## config.mk

```make
export PLATFORM = sky130hd
export DESIGN_NAME = pmic_rail_voltage_sleep_regs
export DESIGN_NICKNAME = d
export VERILOG_FILES = /design/src/pg_delay_timer.v /design/src/pmic_rail_voltage_sleep_regs.v
export VERILOG_INCLUDE_DIRS = /design/src
export SDC_FILE = /design/constraint.sdc
export NUM_CORES = 1
export LEC_CHECK = 0
export BUFFER_PORTS_ARGS = -buffer_cell sky130_fd_sc_hd__buf_2
export CAP_MARGIN = 20
export CORE_MARGIN = 2
export CORE_UTILIZATION = 30
export CTS_CLUSTER_SIZE = 10
export DETAILED_ROUTE_END_ITERATION = 16
export GPL_TIMING_DRIVEN = 0
export PLACE_DENSITY_LB_ADDON = 0.25
export SLEW_MARGIN = 30
export SYNTH_ARGS = -nofsm -noshare
export SYNTH_HDL_FRONTEND = slang
export SYNTH_SLANG_ARGS = --single-unit
```

## constraint.sdc

```tcl
create_clock -name REF_CLK -period 2.4 [get_ports REF_CLK]
set_input_delay 0.24 -clock REF_CLK [delete_from_list [all_inputs] [get_ports REF_CLK]]
set_output_delay 0.24 -clock REF_CLK [all_outputs]
set_load 0.01 [all_outputs]
```

## src/pmic_sleep_defs.vh

```
`ifndef PMIC_SLEEP_DEFS_VH
`define PMIC_SLEEP_DEFS_VH

// ==========================================================================
// register offsets
`define ADDR_PG_OUT3_DELAY 8'h43
`define ADDR_FORCE_SHDN 8'h91
`define ADDR_RAIL1_SLEEP 8'h92
`define ADDR_RAIL2_SLEEP 8'h93
`define ADDR_RAIL4_CODE 8'h94

// ==========================================================================
// field positions
`define SHDN_BIT 0
`define CODE_MSB 7
`define CODE_LSB 1
`define FLAG_BIT 0
`define DELAY_SEL_MSB 2

// ==========================================================================
// reset values and reserved masks
`define FORCE_SHDN_RST 8'h00
`define PG_DELAY_MASK 8'h07
`define READ_ZERO 8'h00

// ==========================================================================
// timing: delay table is built from a 2.5 ms base tick
`define CLK_KHZ 10000
`define PG_TICK_US 2500
// 2.5 ms at 10 MHz, sized to the 24-bit prescaler
`define PG_TICK_CYC 24'h0061a8
// tick multiples for 2.5, 5, 10, 15, 20, 50, 75, 100 ms
`define PG_MULT_0 6'h01
`define PG_MULT_1 6'h02
`define PG_MULT_2 6'h04
`define PG_MULT_3 6'h06
`define PG_MULT_4 6'h08
`define PG_MULT_5 6'h14
`define PG_MULT_6 6'h1e
`define PG_MULT_7 6'h28

// ==========================================================================
// code step sizes in millivolts
`define STEP_FINE_MV 5'h0a
`define STEP_COARSE_MV 5'h19

`endif

```

## src/pg_delay_timer.v

```verilog
`timescale 1ns/100ps
`include "pmic_sleep_defs.vh"

module pg_delay_timer #(
	parameter [23:0] TICK_CYC = `PG_TICK_CYC
) (
	// clock and control
	input wire clk,
	input wire resetn,
	input wire ce,
	input wire clear,
	// all grouped rails in regulation, timer allowed
	input wire run,
	input wire [2:0] sel,
	// delayed power good
	output reg pg
);

	localparam [23:0] tick_last = TICK_CYC - 24'h000001;

	reg [23:0] pre_r;
	reg [5:0] ticks_r;
	wire [5:0] ticks_nxt;

	// ======================================================================
	// delay code to count of base ticks
	// delay table
	function [5:0] delay_mult;
		input [2:0] code;
		begin
			case (code)
				3'h0: delay_mult = `PG_MULT_0;
				3'h1: delay_mult = `PG_MULT_1;
				3'h2: delay_mult = `PG_MULT_2;
				3'h3: delay_mult = `PG_MULT_3;
				3'h4: delay_mult = `PG_MULT_4;
				3'h5: delay_mult = `PG_MULT_5;
				3'h6: delay_mult = `PG_MULT_6;
				default: delay_mult = `PG_MULT_7;
			endcase
		end
	endfunction

	assign ticks_nxt = ticks_r + 6'h01;

	// ======================================================================
	// count only while the rails hold; any dropout restarts the delay
	always @(posedge clk) begin
		if (!resetn) begin
			pre_r <= 24'h000000;
			ticks_r <= 6'h00;
			pg <= 1'b0;
		end else if (ce) begin
			if (clear || !run) begin
				pre_r <= 24'h000000;
				ticks_r <= 6'h00;
				pg <= 1'b0;
			end else if (!pg) begin
				if (pre_r == tick_last) begin
					pre_r <= 24'h000000;
					ticks_r <= ticks_nxt;
					// >= so a shorter code chosen mid-delay still ends it
					if (ticks_nxt >= delay_mult(sel))
						pg <= 1'b1;
				end else begin
					pre_r <= pre_r + 24'h000001;
				end
			end
		end
	end

endmodule // pg_delay_timer

```

## src/pmic_rail_voltage_sleep_regs.v

```verilog
`timescale 1ns/100ps
`include "pmic_sleep_defs.vh"

module pmic_rail_voltage_sleep_regs #(
	// factory defaults (plain values, set per device option)
	parameter [7:0] DEF_PG_DELAY = 8'h00,
	parameter [7:0] DEF_RAIL1_SLEEP = 8'h00,
	parameter [7:0] DEF_RAIL2_SLEEP = 8'h00,
	parameter [7:0] DEF_RAIL4_CODE = 8'h00,
	// sleep pin choice: 0 follows pin a, 1 follows pin b
	parameter RAIL1_PIN_B = 0,
	parameter RAIL2_PIN_B = 1,
	// step range: 0 fine, 1 coarse
	parameter RAIL1_COARSE = 0,
	parameter RAIL2_COARSE = 0,
	parameter RAIL4_COARSE = 1,
	// base tick of the power-good delay in clock cycles
	parameter [23:0] PG_TICK_CYC = `PG_TICK_CYC
) (
	// clock, reset, enable
	input wire REF_CLK,
	input wire RESETN,
	input wire CE,
	// register port from the serial engine
	input wire [7:0] REG_ADDR,
	input wire [7:0] REG_WDATA,
	input wire REG_WR,
	input wire REG_RD,
	output reg [7:0] REG_RDATA,
	output reg REG_ACK,
	// sleep pins
	input wire SLEEP_PIN_A,
	input wire SLEEP_PIN_B,
	// normal codes of rails 1 and 2 held elsewhere
	input wire [6:0] RAIL1_NORMAL_CODE,
	input wire [6:0] RAIL2_NORMAL_CODE,
	// output three configuration and status
	input wire RAILS_IN_REG,
	input wire OUT3_IS_PG,
	input wire OUT3_TERM_USE,
	input wire OUT3_HOST_LEVEL,
	output reg GENERAL_OUTPUT_THREE,
	output reg TERM_REG_EN,
	// emergency shutdown request
	output reg EMERG_SHUTDOWN,
	// regulation targets
	output reg [6:0] RAIL1_TARGET_CODE,
	output reg [6:0] RAIL2_TARGET_CODE,
	output reg [6:0] RAIL4_TARGET_CODE,
	output reg [4:0] RAIL1_STEP_MV,
	output reg [4:0] RAIL2_STEP_MV,
	output reg [4:0] RAIL4_STEP_MV,
	// rail 4 downward moves
	output reg RAIL4_SLEW_DOWN,
	output reg RAIL4_DECAY_DOWN
);

	// ======================================================================
	// register map held here
	// 0x43 output three delay: bits 2:0 selector, 7:3 read zero
	// 0x91 forced shutdown: bit 0 self clearing, 7:1 read zero
	// 0x92 rail 1 sleep: code 7:1, sleep enable 0
	// 0x93 rail 2 sleep: code 7:1, sleep enable 0
	// 0x94 rail 4 normal: code 7:1, decay select 0
	// rail 1 and 2 normal codes live outside this bank
	// reserved bits read zero and drop writes

	// ======================================================================
	// state
	reg [2:0] pg_delay_sel_r;
	reg [7:0] rail1_sleep_r;
	reg [7:0] rail2_sleep_r;
	reg [7:0] rail4_code_r;
	reg shdn_r;
	wire pg_delayed;
	wire delay_used;
	wire wr_shdn;
	wire wr_hit;
	wire rail1_asleep;
	wire rail2_asleep;
	reg [7:0] read_mux;
	wire wr_rail4;
	wire rail4_going_down;

	// ======================================================================
	// helpers
	function [4:0] step_mv;
		input coarse;
		begin
			step_mv = coarse ? `STEP_COARSE_MV : `STEP_FINE_MV;
		end
	endfunction

	// voltage code sits above the flag bit in every rail register
	function [6:0] code_field;
		input [7:0] rail_reg;
		begin
			code_field = rail_reg[`CODE_MSB:`CODE_LSB];
		end
	endfunction

	// sleep code only when enabled and the chosen pin is low
	function [6:0] pick_code;
		input [7:0] sleep_reg;
		input [6:0] normal;
		input pin_level;
		begin
			if (sleep_reg[`FLAG_BIT] && !pin_level)
				pick_code = code_field(sleep_reg);
			else
				pick_code = normal;
		end
	endfunction

	// ======================================================================
	// decode
	// no acknowledge
	assign wr_shdn = REG_WR && (REG_ADDR == `ADDR_FORCE_SHDN) &&
		REG_WDATA[`SHDN_BIT];
	assign wr_hit = REG_WR && !wr_shdn;
	// pin choice is a factory option, so no register bit can move it
	// fixed pin choice
	assign rail1_asleep = (RAIL1_PIN_B != 0) ? SLEEP_PIN_B : SLEEP_PIN_A;
	assign rail2_asleep = (RAIL2_PIN_B != 0) ? SLEEP_PIN_B : SLEEP_PIN_A;
	assign delay_used = OUT3_IS_PG || OUT3_TERM_USE;
	// only the code field decides; the decay flag rides along as the mode
	// downward move
	assign wr_rail4 = REG_WR && !shdn_r &&
		(REG_ADDR == `ADDR_RAIL4_CODE);
	assign rail4_going_down = wr_rail4 &&
		(code_field(REG_WDATA) < code_field(rail4_code_r));

	// ======================================================================
	// power-good delay for output three
	// delay then good
	pg_delay_timer #(
		.TICK_CYC(PG_TICK_CYC)
	) u_out3_timer (
		.clk(REF_CLK),
		.resetn(RESETN),
		.ce(CE),
		.clear(shdn_r),
		.run(RAILS_IN_REG && delay_used),
		.sel(pg_delay_sel_r),
		.pg(pg_delayed)
	);

	// ======================================================================
	// register file; shutdown reloads factory defaults one cycle later
	// the reload eats any strobe write in that cycle; the host gets no
	// acknowledge for the shutdown write and waits before using the bank
	always @(posedge REF_CLK) begin
		if (!RESETN) begin
			pg_delay_sel_r <= DEF_PG_DELAY[`DELAY_SEL_MSB:0];
			rail1_sleep_r <= DEF_RAIL1_SLEEP;
			rail2_sleep_r <= DEF_RAIL2_SLEEP;
			rail4_code_r <= DEF_RAIL4_CODE;
			shdn_r <= 1'b0;
		end else if (CE) begin
			if (shdn_r) begin
				pg_delay_sel_r <= DEF_PG_DELAY[`DELAY_SEL_MSB:0];
				rail1_sleep_r <= DEF_RAIL1_SLEEP;
				rail2_sleep_r <= DEF_RAIL2_SLEEP;
				rail4_code_r <= DEF_RAIL4_CODE;
				// a repeated shutdown write here wins over the clear
				// self clearing
				shdn_r <= wr_shdn;
			end else if (wr_shdn) begin
				shdn_r <= 1'b1;
			end else if (REG_WR) begin
				case (REG_ADDR)
					`ADDR_PG_OUT3_DELAY: begin
						pg_delay_sel_r <= REG_WDATA[`DELAY_SEL_MSB:0];
					end
					`ADDR_RAIL1_SLEEP: begin
						rail1_sleep_r <= REG_WDATA;
					end
					`ADDR_RAIL2_SLEEP: begin
						rail2_sleep_r <= REG_WDATA;
					end
					`ADDR_RAIL4_CODE: begin
						rail4_code_r <= REG_WDATA;
					end
					default: begin
						pg_delay_sel_r <= pg_delay_sel_r;
					end
				endcase
			end
		end
	end

	// ======================================================================
	// read data; unmapped offsets read zero
	// combinational here, the port only shows the registered copy
	always @* begin
		case (REG_ADDR)
			`ADDR_PG_OUT3_DELAY: read_mux = {5'h00, pg_delay_sel_r};
			`ADDR_FORCE_SHDN: read_mux = {7'h00, shdn_r};
			`ADDR_RAIL1_SLEEP: read_mux = rail1_sleep_r;
			`ADDR_RAIL2_SLEEP: read_mux = rail2_sleep_r;
			`ADDR_RAIL4_CODE: read_mux = rail4_code_r;
			default: read_mux = `READ_ZERO;
		endcase
	end

	// ======================================================================
	// bus answer: one cycle after the strobe; write wins over read
	// a read in the same cycle as a write is dropped, not queued
	always @(posedge REF_CLK) begin
		if (!RESETN) begin
			REG_RDATA <= 8'h00;
			REG_ACK <= 1'b0;
		end else if (CE) begin
			REG_ACK <= wr_hit || (REG_RD && !REG_WR);
			if (REG_RD && !REG_WR)
				REG_RDATA <= read_mux;
		end
	end

	// ======================================================================
	// shutdown and output three drive
	// termination follows delayed good when OUT3_TERM_USE is set; the host level never enables it
	always @(posedge REF_CLK) begin
		if (!RESETN) begin
			EMERG_SHUTDOWN <= 1'b0;
			GENERAL_OUTPUT_THREE <= 1'b0;
			TERM_REG_EN <= 1'b0;
		end else if (CE) begin
			EMERG_SHUTDOWN <= shdn_r;
			GENERAL_OUTPUT_THREE <= OUT3_IS_PG ? pg_delayed :
				OUT3_HOST_LEVEL;
			TERM_REG_EN <= OUT3_TERM_USE && pg_delayed;
		end
	end

	// ======================================================================
	// regulation targets, refreshed every enabled cycle
	// step sizes are factory fixed but still leave a flop like the codes
	always @(posedge REF_CLK) begin
		if (!RESETN) begin
			RAIL1_TARGET_CODE <= 7'h00;
			RAIL2_TARGET_CODE <= 7'h00;
			RAIL4_TARGET_CODE <= 7'h00;
			RAIL1_STEP_MV <= 5'h00;
			RAIL2_STEP_MV <= 5'h00;
			RAIL4_STEP_MV <= 5'h00;
		end else if (CE) begin
			RAIL1_TARGET_CODE <= pick_code(rail1_sleep_r, RAIL1_NORMAL_CODE,
				rail1_asleep);
			RAIL2_TARGET_CODE <= pick_code(rail2_sleep_r, RAIL2_NORMAL_CODE,
				rail2_asleep);
			RAIL4_TARGET_CODE <= code_field(rail4_code_r);
			RAIL1_STEP_MV <= step_mv(RAIL1_COARSE != 0);
			RAIL2_STEP_MV <= step_mv(RAIL2_COARSE != 0);
			RAIL4_STEP_MV <= step_mv(RAIL4_COARSE != 0);
		end
	end

	// ======================================================================
	// rail 4 downward move: pulse tells the converter how to get there
	always @(posedge REF_CLK) begin
		if (!RESETN) begin
			RAIL4_SLEW_DOWN <= 1'b0;
			RAIL4_DECAY_DOWN <= 1'b0;
		end else if (CE) begin
			RAIL4_SLEW_DOWN <= 1'b0;
			RAIL4_DECAY_DOWN <= 1'b0;
			if (rail4_going_down) begin
				RAIL4_SLEW_DOWN <= !REG_WDATA[`FLAG_BIT];
				RAIL4_DECAY_DOWN <= REG_WDATA[`FLAG_BIT];
			end
		end
	end

endmodule // pmic_rail_voltage_sleep_regs

```

Word level (Yosys, flattened, before mapping)
Index checks and enable logic that the tools add are counted.
- register bits after elaboration: 96
- bits in latches: 0
- memory bits (writable): 0
- memory bits (read-only): 0
- bits of input ports: 41
- output and inout bits: 50
- word-level logic and storage cells: 113
- memories: 0
- add/sub/neg operators: 2
- $mul: 0
- divide/modulo/power cells: 0
- magnitude comparators: 2
- eq/ne operators: 14
- shift-type cells: 0
- mux-type cells: 40
- bitwise gates (word level): 0
- reduce and logical (&&, ||, !) cells: 35
- operators by type and width (cell ; count):
    2-to-1 mux 8 bit ; 12
    2-to-1 mux 24 bit ; 3
    2-to-1 mux 6 bit ; 8
    one-hot mux 6 bit (7 select lines) ; 1
    one-hot mux 8 bit (5 select lines) ; 1
    == test 8 bit (second input constant) ; 4
    adder 24 x 1 -> 24 bit (second input constant) ; 1
    == test 24 x 15 -> 1 bit (second input constant) ; 1
    AND reduction 4 bit ; 4
    2-to-1 mux 7 bit ; 2
    2-to-1 mux 3 bit ; 4
    nonzero test 2 bit ; 6
    logical AND 1 bit ; 11
    == test 3 bit (second input constant) ; 3
    2-to-1 mux 1 bit ; 9
    == test 8 x 7 -> 1 bit (second input constant) ; 1
    zero test 1 bit ; 7
    less-than comparator 7 bit ; 1
    adder 6 x 1 -> 6 bit (second input constant) ; 1
    == test 3 x 2 -> 1 bit (second input constant) ; 2
    greater-or-equal comparator 6 bit ; 1
    inequality test 2 bit (second input constant) ; 2
    AND reduction 2 bit ; 2
    == test 3 x 1 -> 1 bit (second input constant) ; 1
    3 further kinds ; 5

Depth between registers and ports, before layout
Gate-level depths: netlist of run 1.
- depth in word-level cells: 12
- depth in mapped cells: 8

Hierarchy
Synthesis of run 1 repeated with hierarchy kept, for this count alone.
- cells, all modules: 555
- area, all modules: 5022.3 µm²
- by module, submodules not included (module ; times used ; cells an instance ; area an instance (µm²)):
    pmic_rail_voltage_sleep_regs ; 1 ; 346 ; 3224.3
    pg_delay_timer ; 1 ; 209 ; 1798.0

Least setup slack after synthesis of run 1
No wires, ideal clock.
- path kind: register to register
- start: register u_out3_timer.pre_r[18]
- end: register u_out3_timer.ticks_r[1]
- library setup time: 117 ps
- arrival time: 1854 ps
- data required time: 2283 ps
- slack: 428 ps
- stages on the path, launching flop included: 6
- path buffers: 0
- clock period less this slack: 1972 ps
- cell sequence: dfxtp_1 or4_1 nor4_4 a21oi_2 o21a_1 a32o_1
- cells in the longest elaborated chain, start to end: 3
- ends and longest elaborated chain (what ; RTL line ; source):
    start: declaration ; pg_delay_timer.v:21 ; reg [23:0] pre_r;
    start signal: assignment ; pg_delay_timer.v:66 ; pre_r <= pre_r + 24'h000001;
    == test 24 x 15 -> 1 bit ; pg_delay_timer.v:59 ; if (pre_r == tick_last) begin
    nonzero test 2 bit (no source line) ; -- ;
    AND reduction 3 bit (no source line) ; -- ;
    end signal: assignment ; pg_delay_timer.v:61 ; ticks_r <= ticks_nxt;
    end: declaration ; pg_delay_timer.v:22 ; reg [5:0] ticks_r;
Every way passes these cells.
A chain may end at the register's enable or synchronous reset.

Worst setup path after layout of run 1
- start: register u_out3_timer.pre_r[0]
- end: register u_out3_timer.pre_r[22]
- cells in the longest elaborated chain, start to end: 4
- elaborated cells on any way between the ends: 5
- those cells by class: add/sub: 1; eq/ne: 1; mux: 3
- ends and longest elaborated chain (what ; RTL line ; source):
    adder 24 x 1 -> 24 bit / == test 24 x 15 -> 1 bit (equally long branches) ; pg_delay_timer.v:66, pg_delay_timer.v:59 ;
    2-to-1 mux 24 bit * ; pg_delay_timer.v:59 ;
    2-to-1 mux 24 bit * ; pg_delay_timer.v:58 ; end else if (!pg) begin
    2-to-1 mux 24 bit * ; pg_delay_timer.v:54 ; if (clear || !run) begin
Mark *: on every way between the ends. The rest lies on a longest branch, timed or not. The select of a mux whose other input is x is not followed.

==> impl_summary.log, run 1 <==
INFO  metric clock_insertion_delay_worst_skew = 0.35 ns
INFO  metric final_net_count = 722
INFO  metric numPortBuffers = 80
INFO  metric min_path_cells = 2
INFO  metric clk_root_buffer_cell = clkbuf_16
INFO  metric route.detailed.drc = 0
INFO  metric via_count_of_the_first_global_routing_pass = 4400
INFO  metric timing.critical_path.fanout_max = 7
INFO  metric syn_inst = 566
INFO  metric design.portCount = 91
INFO  metric fp.coreArea = 0.0163 sq mm
INFO  metric hold_path.startpoint = REG_WDATA[0]
INFO  metric route.antenna.remaining_nets = 0
INFO  metric worst_setup_path_end_kind = flop
INFO  metric tightestPinTransition = 0.731 ns
INFO  metric antenna_found_initial = 0
INFO  metric clock_slew_seen_by_the_registers_of_the_worst_setup_and_hold_paths = 0.07 ns
INFO  metric pre_cts_slack = -0.102 ns
INFO  metric critical_path_arrival = 2.49 ns
INFO  metric regToRegStartpoint = u_out3_timer.pre_r[0]$_SDFFE_PN0P_
INFO  metric final_layout_size_suffix_gt1_frac = 0.212
INFO  metric hold_ws = 0.169 ns
INFO  metric fin_crit = 2.22 ns
INFO  metric worstSetupPathType = reg -> reg
INFO  metric postLayoutSetupSlackWorst = 0.181 ns
INFO  metric detailedRoute.firstPassIterationCount = 4
INFO  metric finClkSkew = 0.00799 ns
INFO  metric dominantRegCellSynth = dfxtp_1
INFO  metric grt_pass1_wl = 22700 microns
INFO  metric setup_violations = 0
INFO  metric hp-class = in -> reg
INFO  metric grt_overflow = 0
INFO  metric power.density_cell_area = 557 mW/mm^2
INFO  metric cts_buffer_count = 9
INFO  metric timing.max_cap.violations = 0
INFO  metric setup_tns = 0 ns
INFO  metric starting_drt_drc_count = 267
INFO  metric ff2ff_setup_slack = 0.18 ns
INFO  metric layout.cells.most_common_list = dfxtp_1 (95), buf_2 (83), nand2_1 (73)
INFO  metric detailed_place_hpwl = 10600 microns
INFO  metric vias = 4489
INFO  metric cts-htree-levels = 3
INFO  metric design.die.area = 0.0176 sq mm
INFO  metric ys_async_sr_fraction = 0
INFO  metric flow.area_growth_from_synthesis = 20.9%
INFO  metric tritoncts = yes
INFO  metric ys_top_cells_by_area = dfxtp_1 (38%), mux2i_1 (8.9%), nand2_1 (5.5%), ha_1 (3.5%), nand3_1 (3.4%)
INFO  metric postRouteWirelength = 13900 microns
INFO  metric ys_warn_count = 0
INFO  metric place.gp.congestion = 0.794
INFO  metric drt-wirelength-per-cell = 15.7 microns
INFO  metric groute.usage.overall = 0.161
INFO  metric timing_hold_violations_final = 0
INFO  metric period_share = 0.925
INFO  metric r2r.worst_path.cells = 6
INFO  metric post_drt_via_cell_ratio = 5.04
INFO  metric synth-seq-cells = 95
INFO  metric setup.worst_path.start = u_out3_timer.pre_r[0]$_SDFFE_PN0P_
INFO  metric critical_path.startpoint_type = flop
INFO  metric synth-edff-count = 0
INFO  metric clk_path_buf_depth = 2
INFO  metric report.final.slew_viol_count = 0
INFO  metric avgSynthCellArea = 8.77 sq um
INFO  metric synth_top_area_frac = 0.383
INFO  metric run_status = complete, no violations
INFO  metric seq_area_frac_synth = 0.383
INFO  metric ir_drop = 379 uV
INFO  metric synth_area = 0.00496 sq mm
INFO  metric rsz0062_at_grt = no
INFO  metric cp_data_required_time = 2.68 ns
INFO  metric initial_utilization = 0.304
INFO  metric pin_count_of_the_biggest_net_entering_global_routing = 16
INFO  metric min_to = RAIL4_SLEW_DOWN$_SDFFE_PN0P_
INFO  metric fp-row-count = 47
INFO  metric synth.largest_area_cell = dfxtp_1
INFO  metric leakagePower = 2.52 nW
INFO  metric cts.sink_count = 95
INFO  metric max_freq = 451 MHz
INFO  metric timing.max_slew.rel_slack = 0.511
INFO  metric timing.rr.end = u_out3_timer.pre_r[22]$_SDFFE_PN0P_
INFO  metric synth.lib_cells_used.distinct = 65
INFO  metric mostFrequentLayoutCell = dfxtp_1
INFO  metric horizontal_die_dimension = 133 microns
INFO  metric die_h = 133 microns
INFO  metric diodes = 0
-- power breakdown --
group	internal [W]	switching, W	leakage, nW
registers	0.00160	0.0000126	0.770
logic	0.000120	0.000179	1.62
clock network	0.000799	0.000636	0.134
-- worst max path at each step --
stage / end / cells past startpoint
6_report: u_out3_timer.pre_r[22]$_SDFFE_PN0P_ / 6
5_1_grt: u_out3_timer.pre_r[22]$_SDFFE_PN0P_ / 6
4_1_cts: u_out3_timer.pre_r[22]$_SDFFE_PN0P_ / 6
3_5_place_dp: u_out3_timer.pre_r[6]$_SDFFE_PN0P_ / 7
3_3_place_gp: u_out3_timer.pre_r[6]$_SDFFE_PN0P_ / 7
2_1_floorplan: u_out3_timer.ticks_r[1]$_SDFFE_PN0P_ / 5
-- state kept, by name, summed over array words and instances, names as in the netlist, 3 cells and up --
register              count
RAIL1_TARGET_CODE         7
pg_delay_sel_r            3
rail2_sleep_r             8
REG_RDATA                 8
rail4_code_r              8
rail1_sleep_r             8
u_out3_timer.pre_r       24
u_out3_timer.ticks_r      6
RAIL2_TARGET_CODE         7
RAIL4_TARGET_CODE         7
-- synthesized netlist by cell type, types with 4 or more instances --
master	count
mux2i_1	44
or4_1	4
buf_1	5
nor3_1	6
nor2b_1	13
a31oi_1	10
nand2b_1	5
a21boi_0	4
buf_4	15
o21ai_1	19
clkbuf_1	23
nor2_2	10
ha_1	14
o211a_1	15
nand2_1	73
o21ai_0	10
nand4_1	11
xor2_1	11
nand3_1	34
inv_1	13
xnor2_1	6
and3_1	8
a22oi_1	7
nand4b_1	4
a21oi_1	11
dfxtp_1	95
nor2_1	23
nand3b_1	10
o21a_1	4
-- metal layers --
metal / global-route usage / share of wire / up-vias / routed length (microns)
met3: 0.0322 / 0.049 / 19 / 682
met2: 0.250 / 0.45 / 109 / 6240
met1: 0.218 / 0.48 / 2135 / 6700
met4: 0.0645 / 0.023 / 0 / 321
met5: 0 / 0 / - / 0
li1: - / - / 2226 / -
-- logic make-up (layout without fill, tap and decap cells) --
group | Yosys count | count (layout) | synth area share
AND/OR/NAND/NOR | 220 | 220 | 0.236
AO/OA/AOI/OAI | 110 | 110 | 0.158
flip-flops | 95 | 95 | 0.383
buffers and inverters | 63 | 160 | 0.0628
multiplexers | 46 | 46 | 0.0933
XOR/XNOR | 17 | 17 | 0.0300
adder cells (fa/ha/maj) | 14 | 14 | 0.0353
other | 1 | 8 | 0.000756
-- worst max-delay path: stages (launching register included) --
cell      delay [ns]
dfxtp_1         0.38
ha_1            0.25
nand4_1         0.28
nor4_4          0.54
nand3_1         0.13
or4_1           0.42
a21boi_1        0.16
-- per-stage QoR --
stage	instance area [sq um]	util	power, W	std cells
final	6000	0.367	0.00334	890
after global routing	6000	0.367	0.00346	890
after CTS	5960	0.365	0.00337	887
after detailed placement	5670	0.347	0.00195	873
after global placement	5670	0.347	0.00194	873
after floorplan	4990	-	0.00182	573
-- area by class of cell --
cell class,count,area (sq um)
clock buffer,9,225
sequential,95,1900
clock inverter,5,58.8
timing repair buffer,83,423
buffer,48,256
fill,1730,10300
inverter,15,56.3
multi-input combinational,415,2810
tap,220,275
-- timing repair --
action / 4_1_cts / 5_1_grt
setup endpoints to repair: 10 / 18
resized for setup: 2 / 4
setup buffers: 0 / 3
hold buffers: 0 / 0
pin swaps: 0 / 1
hold endpoints to repair: 0 / 0
(Power assumes the default switching activity.)
==> run 2: changes to the inputs <==
CTS_CLUSTER_DIAMETER = 120   (was default)
SYNTH_HIERARCHICAL = 1   (was default)
clock period = 2.7 ns   (was 2.4 ns; I/O delays follow)
==> impl_summary.log, run 2 <==
INFO  metric run_status = complete, no violations (unchanged)
INFO  metric worst_path_largest_cell_delay = 0.57 ns (was 0.54 ns)
INFO  metric synth.lib_cells_used.distinct = 70 (was 65)
INFO  metric via_count_of_the_first_global_routing_pass = 4330 (was 4400)
INFO  metric synth-seq-cells = 95 (unchanged)
INFO  metric hold_path.startpoint = RAIL2_NORMAL_CODE[1] (was REG_WDATA[0])
INFO  metric mostFrequentLayoutCell = dfxtp_1 (unchanged)
INFO  metric power.density_cell_area = 521 mW/mm^2 (was 557 mW/mm^2)
INFO  metric avgSynthCellArea = 9.05 sq um (was 8.77 sq um)
INFO  metric ys_warn_count = 6 (was 0)
INFO  metric critical_path.startpoint_type = flop (unchanged)
INFO  metric timing.critical_path.fanout_max = 8 (was 7)
INFO  metric synth_area = 0.00502 sq mm (was 0.00496 sq mm)
INFO  metric finClkSkew = 0.00973 ns (was 0.00799 ns)
INFO  metric largest_register = u_out3_timer/pre_r (was u_out3_timer.pre_r)
INFO  metric place.gp.congestion = 0.845 (was 0.794)
INFO  metric layout.cells.most_common_list = dfxtp_1 (95), buf_2 (80), nand2_1 (58) (was dfxtp_1 (95), buf_2 (83), nand2_1 (73))
INFO  metric route.antenna.remaining_nets = 0 (unchanged)
INFO  metric worstSetupPathType = reg -> reg (unchanged)
INFO  metric ir_drop = 308 uV (was 379 uV)
INFO  metric fp.coreArea = 0.0165 sq mm (was 0.0163 sq mm)
INFO  metric setup_tns = 0 ns (unchanged)
INFO  metric ys_async_sr_fraction = 0 (unchanged)
INFO  metric setup_violations = 0 (unchanged)
INFO  metric synth-edff-count = 0 (unchanged)
INFO  metric pin_count_of_the_biggest_net_entering_global_routing = 19 (was 16)
INFO  metric groute.usage.overall = 0.158 (was 0.161)
INFO  metric syn_inst = 555 (was 566)
INFO  metric design.die.area = 0.0178 sq mm (was 0.0176 sq mm)
INFO  metric cts-htree-levels = 3 (unchanged)
INFO  metric report.power.total = 0.00315 W (was 0.00334 W)
INFO  metric clk_path_buf_depth = 2 (unchanged)
INFO  metric timing.max_cap.violations = 0 (unchanged)
INFO  metric report.final.slew_viol_count = 0 (unchanged)
INFO  metric cts_post_setup_buffers_inserted = 0 (unchanged)
INFO  metric quantity_of_gates_resized_following_cts = 0 (was 2)
INFO  metric cts_buffer_count = 9 (unchanged)
INFO  metric timing.max_slew.rel_slack = 0.430 (was 0.511)
INFO  metric detailedRoute.firstPassIterationCount = 5 (was 4)
INFO  metric ys_top_cells_by_area = dfxtp_1 (38%), mux2i_1 (10%), nand2_1 (4.3%), nor2_1 (3.8%), ha_1 (3.5%) (was dfxtp_1 (38%), mux2i_1 (8.9%), nand2_1 (5.5%), ha_1 (3.5%), nand3_1 (3.4%))
INFO  metric tightestPinTransition = 0.853 ns (was 0.731 ns)
INFO  metric starting_drt_drc_count = 282 (was 267)
INFO  metric crit_path_cell_trace = nor4b_1 -> nand4_1 -> o31ai_4 -> nor2_1 -> a21o_1 (was ha_1 -> nand4_1 -> nor4_4 -> nand3_1 -> or4_1 -> a21boi_1)
INFO  metric grt_pass1_wl = 22500 microns (was 22700 microns)
INFO  metric synth.largest_area_cell = dfxtp_1 (unchanged)
INFO  metric fin_crit = 2.07 ns (was 2.22 ns)
INFO  metric leakagePower = 2.43 nW (was 2.52 nW)
INFO  metric period_share = 0.767 (was 0.925)
INFO  metric tritoncts = yes (unchanged)
INFO  metric final_net_count = 706 (was 722)
INFO  metric cts.sink_count = 95 (unchanged)
INFO  metric post-synth-top-count-cell = dfxtp_1 (unchanged)
INFO  metric worst_setup_path_end_kind = flop (unchanged)
INFO  metric detailed_place_hpwl = 10400 microns (was 10600 microns)
INFO  metric initial_utilization = 0.305 (was 0.304)
INFO  metric cells_after_dpl = 860 (was 873)
INFO  metric die_h = 133 microns (about the same)
INFO  metric critical_path_arrival = 2.31 ns (was 2.49 ns)
INFO  metric max_freq = 483 MHz (was 451 MHz)
INFO  metric cp_data_required_time = 2.94 ns (was 2.68 ns)
INFO  metric largest_register_ffs = 24 (unchanged)
INFO  metric clock_slew_seen_by_the_registers_of_the_worst_setup_and_hold_paths = 0.07 ns (about the same)
INFO  metric rsz0062_at_grt = no (unchanged)
INFO  metric synth_top_area_frac = 0.379 (was 0.383)
INFO  metric timing_hold_violations_final = 0 (unchanged)
INFO  metric setup.worst_path.start = u_out3_timer/pre_r[4]$_SDFFE_PN0P_ (was u_out3_timer.pre_r[0]$_SDFFE_PN0P_)
INFO  metric grt_overflow = 0 (unchanged)
INFO  metric route.detailed.drc = 0 (unchanged)
INFO  metric fp-row-count = 47 (unchanged)
INFO  metric seq_area_frac_synth = 0.379 (was 0.383)
INFO  metric regToRegStartpoint = u_out3_timer/pre_r[4]$_SDFFE_PN0P_ (was u_out3_timer.pre_r[0]$_SDFFE_PN0P_)
INFO  metric crit_slowest_cell = o31ai_4 (was nor4_4)
INFO  metric hp-class = in -> reg (unchanged)
INFO  metric clock_insertion_delay_worst_skew = 0.35 ns (about the same)
INFO  metric critPathBufInv = 0 (unchanged)
INFO  metric postRouteWirelength = 13700 microns (was 13900 microns)
INFO  metric diodes = 0 (unchanged)
INFO  metric drt-wirelength-per-cell = 15.6 microns (was 15.7 microns)
INFO  metric dominantRegCellSynth = dfxtp_1 (unchanged)
INFO  metric vias = 4339 (was 4489)
INFO  metric design.portCount = 91 (unchanged)
INFO  metric cts_hold_buf = 0 (unchanged)
INFO  metric fin_cells = 876 (was 890)
INFO  metric antenna_found_initial = 0 (unchanged)
INFO  metric final_layout_size_suffix_gt1_frac = 0.223 (was 0.212)
INFO  metric flow.area_growth_from_synthesis = 20.4% (was 20.9%)
INFO  metric post_drt_via_cell_ratio = 4.95 (was 5.04)
INFO  metric numPortBuffers = 78 (was 80)
INFO  metric cpLargestDelayFamily = simple AND/OR/NAND/NOR gates (unchanged)
INFO  metric post_synth_most_frequent_cells = dfxtp_1 (95), nand2_1 (58), nor2_1 (51) (was dfxtp_1 (95), nand2_1 (73), mux2i_1 (44))
INFO  metric horizontal_die_dimension = 133 microns (about the same)
INFO  metric clk_root_buffer_cell = clkbuf_16 (unchanged)
run 2: metal layers:
metal / wire [microns] / global-route usage / up-vias / part of all wire
met5: 0 / 0 / - / 0
met4: 306 / 0.0638 / 0 / 0.022
met3: 662 / 0.0285 / 22 / 0.048
met2: 6110 / 0.247 / 106 / 0.45
met1: 6590 / 0.215 / 2048 / 0.48
li1: - / - / 2163 / -
run 2: area by class of cell:
cell class / instances / area, sq um
buffer: 46 / 278
clock buffer: 9 / 225
clock inverter: 7 / 109
fill: 1738 / 10400
inverter: 14 / 52.6
multi-input combinational: 407 / 2820
sequential: 95 / 1900
tap: 220 / 275
timing repair buffer: 78 / 390
run 2: metrics by stage:
step	util	setup WS [ns]	hold slack (ns)	instance area (sq um)
5_1_grt	0.367	0.445	0.263	6050
3_3_place_gp	0.347	0.503	0.452	5710
6_report	0.367	0.628	0.260	6050
4_1_cts	0.367	0.625	0.248	6050
2_1_floorplan	-	0.960	0.417	5050
3_5_place_dp	0.347	0.448	0.453	5710
run 2: worst paths after layout:
| kind | endpoint | slack [ns] | cells after the start |
|---|---|---|---|
| max | u_out3_timer/pre_r[10]$_SDFFE_PN0P_ | 0.63 | 5 |
| min | RAIL2_TARGET_CODE[1]$_SDFFE_PN0P_ | 0.26 | 3 |
| max reg2reg | u_out3_timer/pre_r[10]$_SDFFE_PN0P_ | 0.63 | 5 |
| min reg2reg | rail4_code_r[0]$_SDFFE_PN0P_ | 0.47 | 2 |
run 2: cell families (layout without fill, tap and decap cells):
group                      Yosys count  in the layout  synth area share
DFF                                 95             95             0.379
adders and majority gates           14             14            0.0349
muxes                               60             60             0.122
and+or+nand+nor                    216            216             0.231
xor gates and xnor gates            23             23            0.0401
buffers and inverters               60            154            0.0658
AOI/OAI and AO/OA                   86             86             0.127
other                                1              8          0.000747
run 2: where the power goes:
part           switching (W)  leakage [nW]  internal [W]
combinational       0.000157          1.50      0.000112
clock               0.000611         0.165      0.000836
sequential         0.0000127         0.770       0.00142
total               0.000781          2.43       0.00237
run 2: tightest hold or removal path: cells and delay by family:
kind,cells,cell delay [ns]
compound gates,1,0.08
mux,1,0.12
buf+inv,1,0.09
==> run 3: changes to the inputs <==
clock period = 1.8 ns   (was 2.7 ns; I/O delays follow)
==> impl_summary.log, run 3 (same netlist as run 2, synthesis figures left out) <==
INFO  metric drt-wirelength-per-cell = 16.0 microns (was 15.6 microns)
INFO  metric grt_overflow = 0 (unchanged)
INFO  metric setup_violations = 23 (was 0)
INFO  metric cts-htree-levels = 3 (unchanged)
INFO  metric detailedRoute.firstPassIterationCount = 5 (unchanged)
INFO  metric flow.area_growth_from_synthesis = 29.1% (was 20.4%)
INFO  metric antenna_found_initial = 0 (unchanged)
INFO  metric route.detailed.drc = 0 (unchanged)
INFO  metric detailed_place_hpwl = 10400 microns (unchanged)
INFO  metric report.final.slew_viol_count = 0 (unchanged)
INFO  metric max_freq = 544 MHz (was 483 MHz)
INFO  metric clk_path_buf_depth = 2 (unchanged)
INFO  metric switchingPower = 0.00119 W (was 0.000781 W)
INFO  metric largest_register = u_out3_timer/pre_r (unchanged)
INFO  metric starting_drt_drc_count = 313 (was 282)
INFO  metric clock_slew_seen_by_the_registers_of_the_worst_setup_and_hold_paths = 0.07 ns (about the same)
INFO  metric postLayoutCoreUtil = 0.394 (was 0.367)
INFO  metric worst_setup_path_end_kind = flop (unchanged)
INFO  metric worst_path_largest_cell_delay = 0.56 ns (was 0.57 ns)
INFO  metric fin_crit = 1.84 ns (was 2.07 ns)
INFO  metric cp_data_required_time = 2.05 ns (was 2.94 ns)
INFO  metric violations_in_the_final_reports = setup timing
INFO  metric groute.usage.overall = 0.159 (was 0.158)
INFO  metric place.gp.congestion = 0.845 (unchanged)
INFO  metric rsz0062_at_grt = yes (was no)
INFO  metric mostFrequentLayoutCell = dfxtp_1 (unchanged)
INFO  metric timing.max_cap.violations = 0 (unchanged)
INFO  metric leakagePower = 2.56 nW (was 2.43 nW)
INFO  metric pwr-share-comb = 0.095 (was 0.086)
INFO  metric route.antenna.remaining_nets = 0 (unchanged)
INFO  metric clock_insertion_delay_worst_skew = 0.35 ns (about the same)
INFO  metric die_h = 133 microns (unchanged)
INFO  metric timing.critical_path.fanout_max = 6 (was 8)
INFO  metric cts_hold_buf = 0 (unchanged)
INFO  metric critical_path_arrival = 2.09 ns (was 2.31 ns)
INFO  metric numPortBuffers = 78 (unchanged)
INFO  metric horizontal_die_dimension = 133 microns (unchanged)
INFO  metric initial_utilization = 0.305 (unchanged)
INFO  metric hp-class = in -> reg (unchanged)
INFO  metric power.clock.fraction = 0.455 (was 0.459)
INFO  metric crit_path_cell_trace = nand4bb_1 -> or4_4 -> o31ai_4 -> buf_6 -> and2b_2 (was nor4b_1 -> nand4_1 -> o31ai_4 -> nor2_1 -> a21o_1)
INFO  metric r2r.worst_path.cells = 5 (unchanged)
INFO  metric vias = 4430 (was 4339)
INFO  metric final_layout_size_suffix_gt1_frac = 0.325 (was 0.223)
INFO  metric postLayoutSetupSlackWorst = -0.0384 ns (was 0.628 ns)
INFO  metric design.portCount = 91 (unchanged)
INFO  metric timing.max_slew.rel_slack = 0.409 (was 0.430)
INFO  metric finClkSkew = 0.00980 ns (was 0.00973 ns)
INFO  metric tritoncts = yes (unchanged)
INFO  metric design.die.area = 0.0178 sq mm (unchanged)
INFO  metric final.fill_count = 1695 (was 1738)
INFO  metric share_seq_of_total_power = 0.450 (was 0.455)
INFO  metric fp-row-count = 47 (unchanged)
INFO  metric critical_path.startpoint_type = flop (unchanged)
INFO  metric hold_ws = 0.167 ns (was 0.260 ns)
INFO  metric pin_count_of_the_biggest_net_entering_global_routing = 19 (unchanged)
INFO  metric switching_power_as_a_share_of_total_power = 0.250 (was 0.248)
INFO  metric cells_after_dpl = 860 (unchanged)
INFO  metric run_status = finished, violations left (was complete, no violations)
INFO  metric period_share = 1.02 (was 0.767)
INFO  metric report.power.total = 0.00477 W (was 0.00315 W)
INFO  metric cts_buffer_count = 9 (unchanged)
INFO  metric layout.cells.most_common_list = dfxtp_1 (81), buf_2 (79), nand2_1 (56) (was dfxtp_1 (95), buf_2 (80), nand2_1 (58))
INFO  metric final_net_count = 718 (was 706)
INFO  metric via_count_of_the_first_global_routing_pass = 4372 (was 4330)
INFO  metric power.density_cell_area = 736 mW/mm^2 (was 521 mW/mm^2)
INFO  metric fin_cells = 888 (was 876)
INFO  metric cts.sink_count = 95 (unchanged)
INFO  metric tightestPinTransition = 0.884 ns (was 0.853 ns)
INFO  metric post_drt_via_cell_ratio = 4.99 (was 4.95)
INFO  metric pre_cts_slack = -0.362 ns (was 0.448 ns)
INFO  metric timing_hold_violations_final = 0 (unchanged)
INFO  metric min_path_cells = 3 (unchanged)
INFO  metric grt_pass1_wl = 22700 microns (was 22500 microns)
INFO  metric largest_register_ffs = 24 (unchanged)
INFO  metric p_int = 0.00358 W (was 0.00237 W)
INFO  metric ir_drop = 446 uV (was 308 uV)
INFO  metric crit_slowest_cell = or4_4 (was o31ai_4)
INFO  metric worstSetupPathType = reg -> reg (unchanged)
INFO  metric clk_root_buffer_cell = clkbuf_16 (unchanged)
INFO  metric postRouteWirelength = 14200 microns (was 13700 microns)
INFO  metric fp.coreArea = 0.0165 sq mm (unchanged)
INFO  metric diodes = 0 (unchanged)
run 3: critical path, delay by kind of cell (launching register included):
family | cells | cell delay, ns
simple gates | 3 | 0.96
flops | 1 | 0.36
compound gates | 1 | 0.24
buf+inv | 1 | 0.19
run 3: final timing paths:
kind	start	end	slack [ns]
setup / recovery	u_out3_timer/pre_r[15]$_SDFFE_PN0P_	u_out3_timer/pre_r[3]$_SDFFE_PN0P_	-0.04
hold / removal	REG_WDATA[1]	pg_delay_sel_r[1]$_SDFFE_PN0P_	0.17
setup reg to reg	u_out3_timer/pre_r[15]$_SDFFE_PN0P_	u_out3_timer/pre_r[3]$_SDFFE_PN0P_	-0.04
hold reg to reg	rail4_code_r[0]$_SDFFE_PN0P_	rail4_code_r[0]$_SDFFE_PN0P_	0.47
run 3: routing by layer:
layer / part of all wire / track usage / up-vias
li1: - / - / 2176
met1: 0.48 / 0.216 / 2136
met2: 0.46 / 0.251 / 98
met3: 0.040 / 0.0285 / 20
met4: 0.022 / 0.0638 / 0
met5: 0 / 0 / -
run 3: area by class of cell:
class	instances	area [sq um]	area share
timing repair buffer	91	543	0.0838
sequential	95	1930	0.298
inverter	14	52.6	0.00810
clock buffer	9	225	0.0347
clock inverter	7	109	0.0168
tap	220	275	0.0425
buffer	45	297	0.0457
multi-input combinational	407	3050	0.471
run 3: per-stage QoR:
stage | cell area, sq um | setup TNS [ns]
4_1_cts | 6130 | 0
2_1_floorplan | 5050 | 0
3_5_place_dp | 5710 | -12.98
6_report | 6480 | -0.476
3_3_place_gp | 5710 | -10.88
5_1_grt | 6480 | -1.81
run 3: power by group through the flow:
stage                     Clock, W  Combinational, W  Sequential [W]
after global routing       0.00230          0.000495         0.00215
after global placement           0          0.000396         0.00220
after detailed placement         0          0.000404         0.00220
after CTS                  0.00222          0.000411         0.00215
final                      0.00217          0.000455         0.00215
after floorplan                  0          0.000230         0.00221
run 3: repair_timing:
action	CTS	global route
resized for setup	11	77
endpoints found under the setup margin	37	48
pin swaps	5	30
cloned	0	2
setup buffers	7	5
